--- src/logic/urt_pkg.sv ---
`default_nettype none
package urt_pkg;
  // ==========================================================================
  // Register byte addresses.
  localparam logic [7:0] ADDR_RX_HOLDING = 8'h00;
  localparam logic [7:0] ADDR_IRQ_IDENT = 8'h04;
  localparam logic [7:0] ADDR_LINE_STATE = 8'h08;
  localparam logic [7:0] ADDR_MODEM_STATE = 8'h0C;
  localparam logic [7:0] ADDR_SECOND_FEATURE = 8'h10;
  localparam logic [7:0] ADDR_TIMEOUT_LOW = 8'h14;
  localparam logic [7:0] ADDR_TIMEOUT_HIGH = 8'h18;
  localparam logic [7:0] ADDR_TRIGGER_LEVEL = 8'h1C;
  localparam logic [7:0] ADDR_BAUD_DIV = 8'h20;
  localparam logic [7:0] ADDR_IRQ_STATUS = 8'h24;
  localparam logic [7:0] ADDR_IRQ_CLEAR = 8'h28;
  localparam logic [7:0] ADDR_IRQ_ENABLE = 8'h2C;
  localparam logic [7:0] ADDR_RX_LEVEL = 8'h30;
  // ==========================================================================
  // Field positions.
  localparam int PERIODIC_MODE_BIT = 6;
  localparam int RX_TRIG_LSB = 0;
  localparam int TX_TRIG_LSB = 8;
  localparam int LSR_DATA_READY = 0;
  localparam int LSR_OVERRUN = 1;
  localparam int LSR_FRAME_ERR = 2;
  localparam int LSR_TRIG_ODD = 7;
  localparam int MSR_DELTA_CTS = 0;
  localparam int MSR_CTS = 4;
  localparam int IRQ_TIMEOUT = 0;
  localparam int IRQ_RX_CHAR = 1;
  localparam int IRQ_OVERRUN = 2;
  localparam int IRQ_FRAME_ERR = 3;
  localparam int IRQ_MODEM = 4;
  // ==========================================================================
  // Sizes, reset values and codes.
  localparam int FIFO_DEPTH = 64;
  localparam int PTR_W = 6;
  localparam int IRQ_W = 5;
  localparam int TRIG_W = 6;
  localparam logic [7:0] TIMEOUT_LOW_RST = 8'h40;
  localparam logic [7:0] TIMEOUT_HIGH_RST = 8'h00;
  localparam logic [15:0] BAUD_DIV_RST = 16'h0056;
  localparam logic [TRIG_W-1:0] RX_TRIG_RST = 6'h01;
  localparam logic [TRIG_W-1:0] TX_TRIG_RST = 6'h01;
  localparam logic [2:0] IIR_NONE = 3'h0;
  localparam logic [2:0] IIR_TIMEOUT = 3'h6;
  typedef enum logic [1:0] {RX_IDLE, RX_START, RX_DATA, RX_STOP} urt_rx_state_t;
endpackage
`default_nettype wire

--- src/logic/urt_fifo_mem.sv ---
`timescale 1ns/100ps
`default_nettype none
// ============================================================================
// Receive FIFO storage: one write port, read data from a register.
module urt_fifo_mem (
  input wire logic clock_i,
  input wire logic wr_en_i,
  input wire logic [5:0] wr_addr_i,
  input wire logic [7:0] wr_data_i,
  input wire logic [5:0] rd_addr_i,
  output logic [7:0] rd_data_o
);
  logic [7:0] mem [0:63];

  // Storage needs no reset; the pointers say which words are valid.
  always_ff @(posedge clock_i) begin
    if (wr_en_i) begin
      mem[wr_addr_i] <= wr_data_i;
    end
    rd_data_o <= mem[rd_addr_i];
  end
endmodule // urt_fifo_mem
`default_nettype wire

--- src/logic/urt_rx_timeout.sv ---
`timescale 1ns/100ps
`default_nettype none
module urt_rx_timeout (
  input wire logic clock_i,
  input wire logic rstn_i,
  input wire logic [7:0] addr_i,
  input wire logic [31:0] wdata_i,
  input wire logic wr_i,
  input wire logic rd_i,
  output logic [31:0] rdata_o,
  input wire logic rx_i,
  input wire logic cts_n_i,
  input wire logic [6:0] tx_space_i,
  output logic irq_o,
  output logic rx_dma_req_o,
  output logic tx_dma_req_o
);
  // ==========================================================================
  // Pin synchronisers.
  logic rx_meta, rx_sync, cts_meta, cts_sync, cts_prev;

  // Two stages keep metastability away from the receiver and the modem flag.
  always_ff @(posedge clock_i or negedge rstn_i) begin
    if (!rstn_i) begin
      rx_meta <= 1'b1;
      rx_sync <= 1'b1;
      cts_meta <= 1'b1;
      cts_sync <= 1'b1;
      cts_prev <= 1'b1;
    end else begin
      rx_meta <= rx_i;
      rx_sync <= rx_meta;
      cts_meta <= cts_n_i;
      cts_sync <= cts_meta;
      cts_prev <= cts_sync;
    end
  end

  // ==========================================================================
  // Software registers and bus decode.
  logic periodic_mode, next_periodic_mode;
  logic [7:0] tout_low, next_tout_low, tout_high, next_tout_high;
  localparam int TRIG_W_L = urt_pkg::TRIG_W;
  logic [TRIG_W_L-1:0] rx_trig, next_rx_trig, tx_trig, next_tx_trig;
  logic [15:0] baud_div, next_baud_div;
  logic [4:0] irq_en, next_irq_en;
  logic rd_rhr, rd_iir, rd_lsr, rd_msr, clr_wr;
  logic [15:0] tout_val;

  assign rd_rhr = rd_i && (addr_i == urt_pkg::ADDR_RX_HOLDING);
  assign rd_iir = rd_i && (addr_i == urt_pkg::ADDR_IRQ_IDENT);
  assign rd_lsr = rd_i && (addr_i == urt_pkg::ADDR_LINE_STATE);
  assign rd_msr = rd_i && (addr_i == urt_pkg::ADDR_MODEM_STATE);
  assign clr_wr = wr_i && (addr_i == urt_pkg::ADDR_IRQ_CLEAR);
  assign tout_val = {tout_high, tout_low};

  // Register writes; unmapped or read-only addresses ignore the write.
  always_comb begin
    next_periodic_mode = periodic_mode;
    next_tout_low = tout_low;
    next_tout_high = tout_high;
    next_rx_trig = rx_trig;
    next_tx_trig = tx_trig;
    next_baud_div = baud_div;
    next_irq_en = irq_en;
    if (wr_i) begin
      case (addr_i)
        urt_pkg::ADDR_SECOND_FEATURE: begin
          next_periodic_mode = wdata_i[urt_pkg::PERIODIC_MODE_BIT];
        end
        urt_pkg::ADDR_TIMEOUT_LOW: next_tout_low = wdata_i[7:0];
        urt_pkg::ADDR_TIMEOUT_HIGH: next_tout_high = wdata_i[7:0];
        urt_pkg::ADDR_TRIGGER_LEVEL: begin
          next_rx_trig = wdata_i[urt_pkg::RX_TRIG_LSB +: TRIG_W_L];
          next_tx_trig = wdata_i[urt_pkg::TX_TRIG_LSB +: TRIG_W_L];
        end
        urt_pkg::ADDR_BAUD_DIV: next_baud_div = wdata_i[15:0];
        urt_pkg::ADDR_IRQ_ENABLE: next_irq_en = wdata_i[4:0];
        default: begin
        end
      endcase
    end
  end

  always_ff @(posedge clock_i or negedge rstn_i) begin
    if (!rstn_i) begin
      periodic_mode <= 1'b0;
      tout_low <= urt_pkg::TIMEOUT_LOW_RST;
      tout_high <= urt_pkg::TIMEOUT_HIGH_RST;
      rx_trig <= urt_pkg::RX_TRIG_RST;
      tx_trig <= urt_pkg::TX_TRIG_RST;
      baud_div <= urt_pkg::BAUD_DIV_RST;
      irq_en <= 5'h00;
    end else begin
      periodic_mode <= next_periodic_mode;
      tout_low <= next_tout_low;
      tout_high <= next_tout_high;
      rx_trig <= next_rx_trig;
      tx_trig <= next_tx_trig;
      baud_div <= next_baud_div;
      irq_en <= next_irq_en;
    end
  end

  // ==========================================================================
  // Serial receiver: 8 data bits, one stop bit, sampled mid-bit.
  urt_pkg::urt_rx_state_t rx_state, next_rx_state;
  logic [15:0] div_cnt, next_div_cnt;
  logic [2:0] bit_cnt, next_bit_cnt;
  logic [7:0] shift, next_shift;
  logic push, frame_evt;

  always_comb begin
    next_rx_state = rx_state;
    next_div_cnt = div_cnt;
    next_bit_cnt = bit_cnt;
    next_shift = shift;
    push = 1'b0;
    frame_evt = 1'b0;
    case (rx_state)
      urt_pkg::RX_IDLE: begin
        if (!rx_sync) begin
          next_rx_state = urt_pkg::RX_START;
          next_div_cnt = baud_div >> 1;
        end
      end
      urt_pkg::RX_START: begin
        if (div_cnt == 16'h0000) begin
          next_div_cnt = baud_div - 16'h0001;
          next_bit_cnt = 3'h0;
          // A start bit gone high at mid-bit was a glitch.
          next_rx_state = rx_sync ? urt_pkg::RX_IDLE : urt_pkg::RX_DATA;
        end else begin
          next_div_cnt = div_cnt - 16'h0001;
        end
      end
      urt_pkg::RX_DATA: begin
        if (div_cnt == 16'h0000) begin
          next_div_cnt = baud_div - 16'h0001;
          next_shift = {rx_sync, shift[7:1]};
          next_bit_cnt = bit_cnt + 3'h1;
          if (bit_cnt == 3'h7) begin
            next_rx_state = urt_pkg::RX_STOP;
          end
        end else begin
          next_div_cnt = div_cnt - 16'h0001;
        end
      end
      urt_pkg::RX_STOP: begin
        if (div_cnt == 16'h0000) begin
          next_rx_state = urt_pkg::RX_IDLE;
          push = rx_sync;
          frame_evt = !rx_sync;
        end else begin
          next_div_cnt = div_cnt - 16'h0001;
        end
      end
      default: next_rx_state = urt_pkg::RX_IDLE;
    endcase
  end

  always_ff @(posedge clock_i or negedge rstn_i) begin
    if (!rstn_i) begin
      rx_state <= urt_pkg::RX_IDLE;
      div_cnt <= 16'h0000;
      bit_cnt <= 3'h0;
      shift <= 8'h00;
    end else begin
      rx_state <= next_rx_state;
      div_cnt <= next_div_cnt;
      bit_cnt <= next_bit_cnt;
      shift <= next_shift;
    end
  end

  // ==========================================================================
  // Receive FIFO pointers; a full FIFO drops the new character.
  logic [5:0] wr_ptr, next_wr_ptr, rd_ptr, next_rd_ptr;
  logic [6:0] level, next_level;
  logic pop, wr_en, overrun_evt;
  logic [7:0] head_data;

  assign pop = rd_rhr && (level != 7'h00);
  assign wr_en = push && (level != 7'(urt_pkg::FIFO_DEPTH));
  assign overrun_evt = push && !wr_en;

  always_comb begin
    next_wr_ptr = wr_en ? wr_ptr + 6'h01 : wr_ptr;
    next_rd_ptr = pop ? rd_ptr + 6'h01 : rd_ptr;
    next_level = level + {6'h00, wr_en} - {6'h00, pop};
  end

  always_ff @(posedge clock_i or negedge rstn_i) begin
    if (!rstn_i) begin
      wr_ptr <= 6'h00;
      rd_ptr <= 6'h00;
      level <= 7'h00;
    end else begin
      wr_ptr <= next_wr_ptr;
      rd_ptr <= next_rd_ptr;
      level <= next_level;
    end
  end

  // Reading ahead at the next pointer lets back-to-back pops see fresh data.
  urt_fifo_mem urt_fifo_mem_inst (
    .clock_i(clock_i),
    .wr_en_i(wr_en),
    .wr_addr_i(wr_ptr),
    .wr_data_i(shift),
    .rd_addr_i(next_rd_ptr),
    .rd_data_o(head_data)
  );

  // ==========================================================================
  // Timeout counter, counted in bit times of the current baud divisor.
  logic [15:0] tick_cnt, next_tick_cnt, tmo_cnt, next_tmo_cnt;
  logic tick, next_tick, tmo_pending, next_tmo_pending, expire, side_read;

  assign side_read = rd_rhr || rd_msr || rd_lsr;
  assign expire = tick && (tout_val != 16'h0000) && ((tmo_cnt + 16'h0001) >= tout_val);

  always_comb begin
    next_tick = (tick_cnt == 16'h0000);
    next_tick_cnt = next_tick ? baud_div - 16'h0001 : tick_cnt - 16'h0001;
    next_tmo_cnt = tmo_cnt;
    next_tmo_pending = tmo_pending;
    if (periodic_mode) begin
      // Free-running period; a new character restarts it.
      if (push) begin
        next_tmo_cnt = 16'h0000;
      end else if (tick) begin
        next_tmo_cnt = expire ? 16'h0000 : tmo_cnt + 16'h0001;
      end
    end else begin
      // Idle time counts only while characters wait in the FIFO.
      if ((level == 7'h00) || push || side_read) begin
        next_tmo_cnt = 16'h0000;
      end else if (tick) begin
        next_tmo_cnt = expire ? 16'h0000 : tmo_cnt + 16'h0001;
      end
    end
    // Holding, line and modem state reads drop a pending timeout in original mode, as the silicon does; ident reads drop it in both modes.
    if (rd_iir || (side_read && !periodic_mode) || (clr_wr && wdata_i[urt_pkg::IRQ_TIMEOUT])) begin
      next_tmo_pending = 1'b0;
    end
    // Expiry wins over any clear in the same cycle.
    if (expire && (periodic_mode || (level != 7'h00))) begin
      next_tmo_pending = 1'b1;
    end
  end

  always_ff @(posedge clock_i or negedge rstn_i) begin
    if (!rstn_i) begin
      tick <= 1'b0;
      tick_cnt <= 16'h0000;
      tmo_cnt <= 16'h0000;
      tmo_pending <= 1'b0;
    end else begin
      tick <= next_tick;
      tick_cnt <= next_tick_cnt;
      tmo_cnt <= next_tmo_cnt;
      tmo_pending <= next_tmo_pending;
    end
  end

  // ==========================================================================
  // Sticky event flags, line flags, interrupt and DMA requests.
  logic [4:0] sticky, next_sticky, status;
  logic overrun_flag, next_overrun_flag, frame_flag, next_frame_flag;
  logic delta_cts, next_delta_cts, trig_odd;
  logic next_irq, next_rx_dma, next_tx_dma;

  // A trigger with more than one bit set is legal but not a power of two.
  function automatic logic not_pow2(input logic [5:0] v);
    not_pow2 = (v == 6'h00) || ((v & (v - 6'h01)) != 6'h00);
  endfunction

  assign trig_odd = not_pow2(rx_trig) || not_pow2(tx_trig);
  assign status = {sticky[4:1], tmo_pending};

  always_comb begin
    next_sticky = sticky;
    if (clr_wr) begin
      next_sticky = sticky & ~wdata_i[4:0];
    end
    next_sticky[urt_pkg::IRQ_TIMEOUT] = 1'b0;
    next_sticky[urt_pkg::IRQ_RX_CHAR] = next_sticky[urt_pkg::IRQ_RX_CHAR] | wr_en;
    next_sticky[urt_pkg::IRQ_OVERRUN] = next_sticky[urt_pkg::IRQ_OVERRUN] | overrun_evt;
    next_sticky[urt_pkg::IRQ_FRAME_ERR] = next_sticky[urt_pkg::IRQ_FRAME_ERR] | frame_evt;
    next_sticky[urt_pkg::IRQ_MODEM] = next_sticky[urt_pkg::IRQ_MODEM] | (cts_sync != cts_prev);
    // Line flags clear on a line state read; a new error in that cycle survives.
    next_overrun_flag = (overrun_flag && !rd_lsr) || overrun_evt;
    next_frame_flag = (frame_flag && !rd_lsr) || frame_evt;
    next_delta_cts = (delta_cts && !rd_msr) || (cts_sync != cts_prev);
    next_irq = |(status & irq_en);
    // Requests compare the raw level with the trigger, odd triggers included.
    next_rx_dma = (rx_trig != 6'h00) && (level >= {1'b0, rx_trig});
    next_tx_dma = (tx_trig != 6'h00) && (tx_space_i >= {1'b0, tx_trig});
  end

  always_ff @(posedge clock_i or negedge rstn_i) begin
    if (!rstn_i) begin
      sticky <= 5'h00;
      overrun_flag <= 1'b0;
      frame_flag <= 1'b0;
      delta_cts <= 1'b0;
      irq_o <= 1'b0;
      rx_dma_req_o <= 1'b0;
      tx_dma_req_o <= 1'b0;
    end else begin
      sticky <= next_sticky;
      overrun_flag <= next_overrun_flag;
      frame_flag <= next_frame_flag;
      delta_cts <= next_delta_cts;
      irq_o <= next_irq;
      rx_dma_req_o <= next_rx_dma;
      tx_dma_req_o <= next_tx_dma;
    end
  end

  // ==========================================================================
  // Read data, valid in the cycle after the read strobe; unmapped reads give zero.
  logic [31:0] next_rdata;

  always_comb begin
    next_rdata = 32'h0000_0000;
    if (rd_i) begin
      case (addr_i)
        urt_pkg::ADDR_RX_HOLDING: next_rdata = {24'h000000, head_data};
        urt_pkg::ADDR_IRQ_IDENT: begin
          next_rdata = {28'h0000000, tmo_pending ? urt_pkg::IIR_TIMEOUT : urt_pkg::IIR_NONE,
            !tmo_pending};
        end
        urt_pkg::ADDR_LINE_STATE: begin
          next_rdata[urt_pkg::LSR_DATA_READY] = (level != 7'h00);
          next_rdata[urt_pkg::LSR_OVERRUN] = overrun_flag;
          next_rdata[urt_pkg::LSR_FRAME_ERR] = frame_flag;
          next_rdata[urt_pkg::LSR_TRIG_ODD] = trig_odd;
        end
        urt_pkg::ADDR_MODEM_STATE: begin
          next_rdata[urt_pkg::MSR_DELTA_CTS] = delta_cts;
          next_rdata[urt_pkg::MSR_CTS] = !cts_sync;
        end
        urt_pkg::ADDR_SECOND_FEATURE: next_rdata[urt_pkg::PERIODIC_MODE_BIT] = periodic_mode;
        urt_pkg::ADDR_TIMEOUT_LOW: next_rdata = {24'h000000, tout_low};
        urt_pkg::ADDR_TIMEOUT_HIGH: next_rdata = {24'h000000, tout_high};
        urt_pkg::ADDR_TRIGGER_LEVEL: begin
          next_rdata = {18'h00000, tx_trig, 2'h0, rx_trig};
        end
        urt_pkg::ADDR_BAUD_DIV: next_rdata = {16'h0000, baud_div};
        urt_pkg::ADDR_IRQ_STATUS: next_rdata = {27'h0000000, status};
        urt_pkg::ADDR_IRQ_ENABLE: next_rdata = {27'h0000000, irq_en};
        urt_pkg::ADDR_RX_LEVEL: next_rdata = {25'h0000000, level};
        default: next_rdata = 32'h0000_0000;
      endcase
    end
  end

  always_ff @(posedge clock_i or negedge rstn_i) begin
    if (!rstn_i) begin
      rdata_o <= 32'h0000_0000;
    end else begin
      rdata_o <= next_rdata;
    end
  end
endmodule // urt_rx_timeout
`default_nettype wire

--- config.mk ---
export PLATFORM = sky130hd
export DESIGN_NAME = urt_rx_timeout
export DESIGN_NICKNAME = d
export VERILOG_FILES = /design/src/logic/urt_pkg.sv /design/src/logic/urt_fifo_mem.sv /design/src/logic/urt_rx_timeout.sv
export SDC_FILE = /design/constraint.sdc
export NUM_CORES = 1
export LEC_CHECK = 0
export ABC_CLOCK_PERIOD_IN_PS = 5000
export BUFFER_PORTS_ARGS = -buffer_cell sky130_fd_sc_hd__buf_2
export CAP_MARGIN = 20
export CELL_PAD_IN_SITES_DETAIL_PLACEMENT = 0
export CELL_PAD_IN_SITES_GLOBAL_PLACEMENT = 2
export CORE_MARGIN = 2
export CORE_UTILIZATION = 40
export CTS_BUF_LIST = sky130_fd_sc_hd__clkbuf_8
export CTS_CLUSTER_DIAMETER = 40
export CTS_CLUSTER_SIZE = 24
export DETAILED_ROUTE_END_ITERATION = 7
export PLACE_DENSITY = 0.74
export SLEW_MARGIN = 20
export SYNTH_ARGS = -nofsm -noshare
export SYNTH_HDL_FRONTEND = slang
export SYNTH_SLANG_ARGS = --single-unit
export TNS_END_PERCENT = 10
--- constraint.sdc ---
create_clock -name clock_i -period 5 [get_ports clock_i]
set_input_delay 0.75 -clock clock_i [delete_from_list [all_inputs] [get_ports clock_i]]
set_output_delay 0.75 -clock clock_i [all_outputs]
set_load 0.02 [all_outputs]
# Word level (Yosys, flattened, before mapping)
# Memories as Yosys holds them, arrays and structs flattened. A register that Yosys moved wholly into a read port is not among the register bits.
# Cells that the tools add are included.
totals:
  register_bits: 179
  mem_bits_rw: 512
  input_bits: 53
  output_inout_bits: 35
  elab_cells: 184
  n_memories: 1
classes:
  addsub: 11
  order_cmp: 3
  n_eq_ne: 24
  mux: 40
  bitwise: 9
  n_reduce_logical: 65
mem_list:
  columns: ["name", "depth", "width", "rd", "rd_ports_with_merged_regs", "wr", "line", "source"]
  rows:
  - ["urt_fifo_mem_inst.mem", 64, 8, 1, 1, 1, "urt_fifo_mem.sv:13", "logic [7:0] mem [0:63];"]
ops:
  columns: ["operator", "n"]
  rows:
  - ["two-way mux 16 bit", 9]
  - ["one-hot mux 16 bit (3 select lines)", 1]
  - ["subtractor 16 x 1 -> 16 bit (second input constant)", 3]
  - ["== test 8 x 6 -> 1 bit (second input constant)", 5]
  - ["== test 8 x 5 -> 1 bit (second input constant)", 4]
  - ["zero test 16 bit", 2]
  - ["two-way mux 32 bit", 1]
  - ["nonzero test 6 bit", 4]
  - ["one-hot mux 2 bit (10 select lines)", 1]
  - ["logical AND 1 bit", 18]
  - ["one-hot mux 1 bit (9 select lines)", 2]
  - ["adder 16 x 1 -> 16 bit (second input constant)", 1]
  - ["== test 8 x 4 -> 1 bit (second input constant)", 2]
  - ["greater-or-equal comparator 16 bit", 1]
  - ["one-hot mux 8 bit (2 select lines)", 1]
  - ["AND reduction 2 bit", 8]
  - ["nonzero test 16 bit", 1]
  - ["greater-or-equal comparator 7 x 6 -> 1 bit", 2]
  - ["logical OR 1 bit", 13]
  - ["adder 6 x 1 -> 6 bit (second input constant)", 2]
  - ["bitwise AND 6 bit", 2]
  - ["zero test 6 bit", 2]
  - ["two-way mux 2 bit", 6]
  - ["!= test 2 bit (second input constant)", 6]
  - ["32 further kinds", 55]

# Longest topological paths before layout
depth:
  ltp_word: 9
  depth_mapped: 21
  depth_no_buf: 19

# Modules after synthesis
# A second synthesis with hierarchy kept.
hier_totals:
  cells_unflattened: 1904
  hier_area_um2: 29753.5
modules_own_cells:
  columns: ["module", "instances", "cells_each", "area_per_inst_um2", "seq_area_each_um2"]
  rows:
  - ["urt_fifo_mem", 1, 940, 20166.8, 15534.9]
  - ["urt_rx_timeout", 1, 964, 9586.7, 4093.9]

# Least setup slack after synthesis
# Ideal clock, no wire load.
synth_path:
  path_kind: "input to register"
  start: "input port addr_i[1]"
  end: "register level[6]"
  setup_ns: 0.125
  arrival_ns: 4.040
  required_time_ns: 4.875
  path_slack_ns: 0.835
  stages: 19
  n_path_buf: 4
  path_cell_list: "nor4_4 -> o2111ai_4 -> inv_2 -> buf_2 -> buf_2 -> clkbuf_1 -> buf_1 -> ha_1 -> inv_1 -> ha_1 -> inv_1 -> fa_1 -> inv_1 -> a21oi_1 -> nor2_1 -> o21ai_0 -> a21oi_1 -> nor2_1 -> xnor2_1"
synth_via:
  elab_chain_cells: 4
synth_rtl:
  columns: ["element", "line", "source"]
  rows:
  - ["from (decl)", "urt_rx_timeout.sv:6", "input wire logic [7:0] addr_i,"]
  - ["zero test 8 bit", "urt_rx_timeout.sv:50", "assign rd_rhr = rd_i && (addr_i == urt_pkg::ADDR_RX_HOLDING);"]
  - ["logical AND 1 bit", "urt_rx_timeout.sv:50", null]
  - ["logical AND 1 bit", "urt_rx_timeout.sv:183", "assign pop = rd_rhr && (level != 7'h00);"]
  - ["subtractor 7 x 1 -> 7 bit", "urt_rx_timeout.sv:190", "next_level = level + {6'h00, wr_en} - {6'h00, pop};"]
  - ["net next_level[6]", "urt_rx_timeout.sv:179", "logic [6:0] level, next_level;"]
  - ["to (signal assigned)", "urt_rx_timeout.sv:201", "level <= next_level;"]
  - ["to (decl)", "urt_rx_timeout.sv:179", null]
# The timed path passes the listed nets, and every way through them passes these cells.
# A chain may end at the register's enable or synchronous reset.

# Final worst setup path
layout_path:
  start: "register level[5]"
  end: "register urt_fifo_mem_inst.rd_data_o[2] (read register of urt_fifo_mem_inst.mem)"
layout_via:
  elab_chain_cells: 3
layout_rtl:
  columns: ["element", "line", "source"]
  rows:
  - ["nonzero test 7 bit", "urt_rx_timeout.sv:183", null]
  - ["logical AND 1 bit", "urt_rx_timeout.sv:183", null]
  - ["two-way mux 6 bit", "urt_rx_timeout.sv:189", "next_rd_ptr = pop ? rd_ptr + 6'h01 : rd_ptr;"]
  - ["to (decl)", "urt_fifo_mem.sv:11", "output logic [7:0] rd_data_o"]
# No other way between the ends.

==> results.md <==
- The worst clock skew on the final layout is 0.0363 ns.
- Buffers added to address setup during post-CTS repair amount to 0.
- For this run, the leading register cell type out of synthesis is edfxtp_1.
- The number of nets in the finished design is 2,789.
- The detailed router finished its first iteration with 1,719 violations.
- The tree is rooted in a clkbuf_8.
- The total track usage is 0.217.
- Of all nets on the critical path, the largest fanout is 37.
- Based on the critical path, the design can be clocked at up to 0.231 GHz.
- Of the cells placed in the final design, the portion with a size suffix greater than 1 is 0.190.
- A synthesized cell averages 12.6 um^2.
- The run finished with clean final reports.
- The critical path goes through inv_1 > ha_1 > nor4bb_1 > a2111o_1 > xor2_4 > inv_4 > o21ai_0 > a21oi_1 > a2111oi_0 > buf_4 > a211oi_1 > a311o_1.
- Once detail routing completed, the nets flagged for antenna violations numbered 0.
- Buffers placed on the I/O ports in this run total 55.
- For this run, asynchronously set or reset flops after synthesis account for 0.239.
- In the finished design, the share of the clock period the worst path needs comes to 0.865.
- The synthesis-stage register bit count is 683.
- The number of ports placed on the die boundary is 88.
- After clock tree synthesis, the repair step resized 0 gates.
- Counting along the longest clock path gives a buffer depth of 3.
- The HPWL reported at the end of detailed placement is 57,700 um.
- The number of different library cells used by synthesis comes to 82.
- Setup repair after global routing left no endpoint under its margin.
- At the end of routability-driven placement, the weighted congestion stood at 0.876.
- The final setup TNS is 0 ns.
- After detailed routing, the average wire length per cell comes to 23.1 um.
- At the pin with the least slew margin, the transition time is 1.02 ns.
- The sequential element share of the synthesized area is 0.619.
- The final critical delay including setup and external delays is 4.33 ns.
- The hold violation count in the final report is 0.
- The analysis attributes to cell leakage a power of 0.0133 uW.
- The number of antenna violations at the first check in global routing was 4.
- The core region is 78,700 um^2.
- The cell area after synthesis is 31,700 um^2.
- In the layout the commonest cells are edfxtp_1, nand2_1, nor2_1, mux2i_1, dfrtp_1.
- The sum of routed wire length over all layers is 88,600 um.
- Compared with the post-synthesis result, the final layout area differs by 15.1%.
- The cell with the largest stage delay on the worst path is nor4bb_1.
- The number of failing setup endpoints in the final timing report is 0.
- The worst setup path is captured at a register.
- The first detailed-routing pass ran for 5 iterations.
- STA classifies the critical path startpoint as a register.
- STA puts the critical path data required time at 5.66 ns.
- The CTS buffer count is 106.
- The number of vias per cell after detailed routing is 5.50.
- In this run the tightest slew margin relative to its limit is 0.320.
- The area of the die is 81,500 um^2.
- Across the VDD grid, the largest voltage drop is 0.264 mV.
- The number of cells produced by synthesis is 2,526.
- The min-delay analysis places its worst path in the category in2reg.
- The worst setup path is of the reg2reg kind.
- The max-cap check violation count is 0.
- Data on the critical path arrives at its endpoint at 4.98 ns.
- The first-pass GRT wire length is 134,000 um.
- The count of hold buffers inserted by post-cts repair is 0.
- The via count of the first global-routing pass came to 21,200.
- The number of slew-limit violations in the final report came to 0.
- The starting utilization of the core area is 0.403.
- The pin count of the biggest net entering global routing is 95.
- The TritonCTS clock tree is yes.
- The register clock-pin slew on the reported worst setup and hold paths is 0.07 ns.
- The library cell used most frequently in the layout, excluding fill and tap cells, is edfxtp_1.
- The number of standard-cell rows in the floorplan is 103.
- In this design, the stage delay of the slowest critical-path cell is 0.71 ns.
- The synthesized design contains 512 enable-type register cells.
- Counting every sink on the clock net gives 683.
- In this run the number of H-tree levels came out at 3.
- For this run, design rule violations remaining after detail routing come to 0.
- The via total after detailed routing is 21,100.
- Hold is met by 0.116 ns.
- From bottom edge to top edge, the die measures 286 um.
- The width of the chip is 286 um.
- Clock latency on the worst-skew pair, taken at its later pin, is 0.74 ns.
- The power density over cell area is 383 nW/um^2.
- The remaining global-route overflow is 0.
- For this run, the number of Yosys warnings is 0.
final timing paths:
path	slack, ns	start	depth (start not counted)	endpoint
setup / recovery	0.67	level[5]	12	urt_fifo_mem_inst.rd_data_o[2]
hold / removal	0.12	cts_n_i	1	cts_meta
setup reg to reg	0.67	level[5]	12	urt_fifo_mem_inst.rd_data_o[2]
hold reg to reg	0.36	cts_meta	0	cts_sync
max in group asynchronous	3.77	rstn_i	2	cts_prev
min in group asynchronous	0.14	rstn_i	1	tick_cnt[11]
cell usage after synthesis (all sizes together), types with 10 or more instances:
cell     count  area [um^2]
nor2       161          607
a31oi       15         93.8
a221oi      12          105
dfstp       12          315
nor2b       39          244
ha          52          651
and3        31          194
nand2      348         1310
and2        10         62.6
nand3      122          611
xnor2       42          368
buf         75          394
xor2        42          368
edfxtp     512        15400
o22ai       26          163
nand4       17          106
or4         10         75.1
mux2i      157         1570
o21ai       72          360
mux2        79          890
a21oi       65          325
nor3        35          175
dfrtp      151         3780
nor4        30          218
a21o        16          120
a22oi       18          149
inv         60          228
a32oi       12          105
a2111oi     11         96.3
a211oi      56          420
mux4        34          766
clkbuf      75          282
final cells by class:
cell class / count / area (um^2)
fill: 7148 / 42300
sequential: 683 / 19600
multi-input combinational: 1647 / 11300
clock buffer: 108 / 1490
tap: 1050 / 1310
timing repair buffer: 184 / 1300
clock inverter: 93 / 1230
inverter: 61 / 234
antenna: 2 / 5.00
critical path, delay by kind of cell (launching register included):
| kind | cells | cell delay (ns) |
|---|---|---|
| AOI/OAI and AO/OA | 6 | 2.00 |
| buffers and inverters | 3 | 0.82 |
| and+or+nand+nor | 1 | 0.71 |
| DFF | 1 | 0.43 |
| adders and majority gates | 1 | 0.16 |
| xor gates and xnor gates | 1 | 0.12 |
metal layers:
metal	part of all wire	global-route usage	vias up	wire length, um
li1	-	-	9767	-
met1	0.43	0.296	10500	38400
met2	0.46	0.343	644	41100
met3	0.064	0.0439	168	5700
met4	0.038	0.0855	2	3410
met5	0.00015	0	-	13
state kept, by name, summed over array words and instances, names as in the netlist, 8 cells and up, named ones only:
register	flops
urt_fifo_mem_inst.mem	512
tout_high	8
tick_cnt	16
tmo_cnt	16
rdata_o	16
urt_fifo_mem_inst.rd_data_o	8
baud_div	16
shift	8
tout_low	8
div_cnt	16
where the power goes:
part / switching (uW) / leakage [uW] / internal, uW / total [uW]
sequential: 212 / 0.00675 / 6310 / 6520
clock: 2570 / 0.00132 / 3300 / 5880
combinational: 954 / 0.00519 / 635 / 1590
per-stage QoR:
stage	worst slack, ns	total power [uW]	util	std cells	area [um^2]
6_report	0.674	14000	0.463	3828	36500
5_1_grt	0.349	14600	0.463	3828	36500
4_1_cts	0.673	14100	0.463	3826	36500
3_5_place_dp	0.304	8240	0.429	3625	33800
3_3_place_gp	0.446	8200	0.429	3625	33800
2_1_floorplan	0.835	7720	-	2541	31800
logic make-up after synthesis:
| kind of cell | Yosys count | synth area share |
|---|---|---|
| DFF | 683 | 0.619 |
| muxes | 270 | 0.102 |
| adders and majority gates | 53 | 0.0212 |
| xor gates and xnor gates | 84 | 0.0232 |
| AOI/OAI and AO/OA | 377 | 0.0822 |
| and+or+nand+nor | 847 | 0.124 |
| other | 1 | 0.000118 |
| buffers and inverters | 211 | 0.0286 |
(Power assumes the default switching activity.)
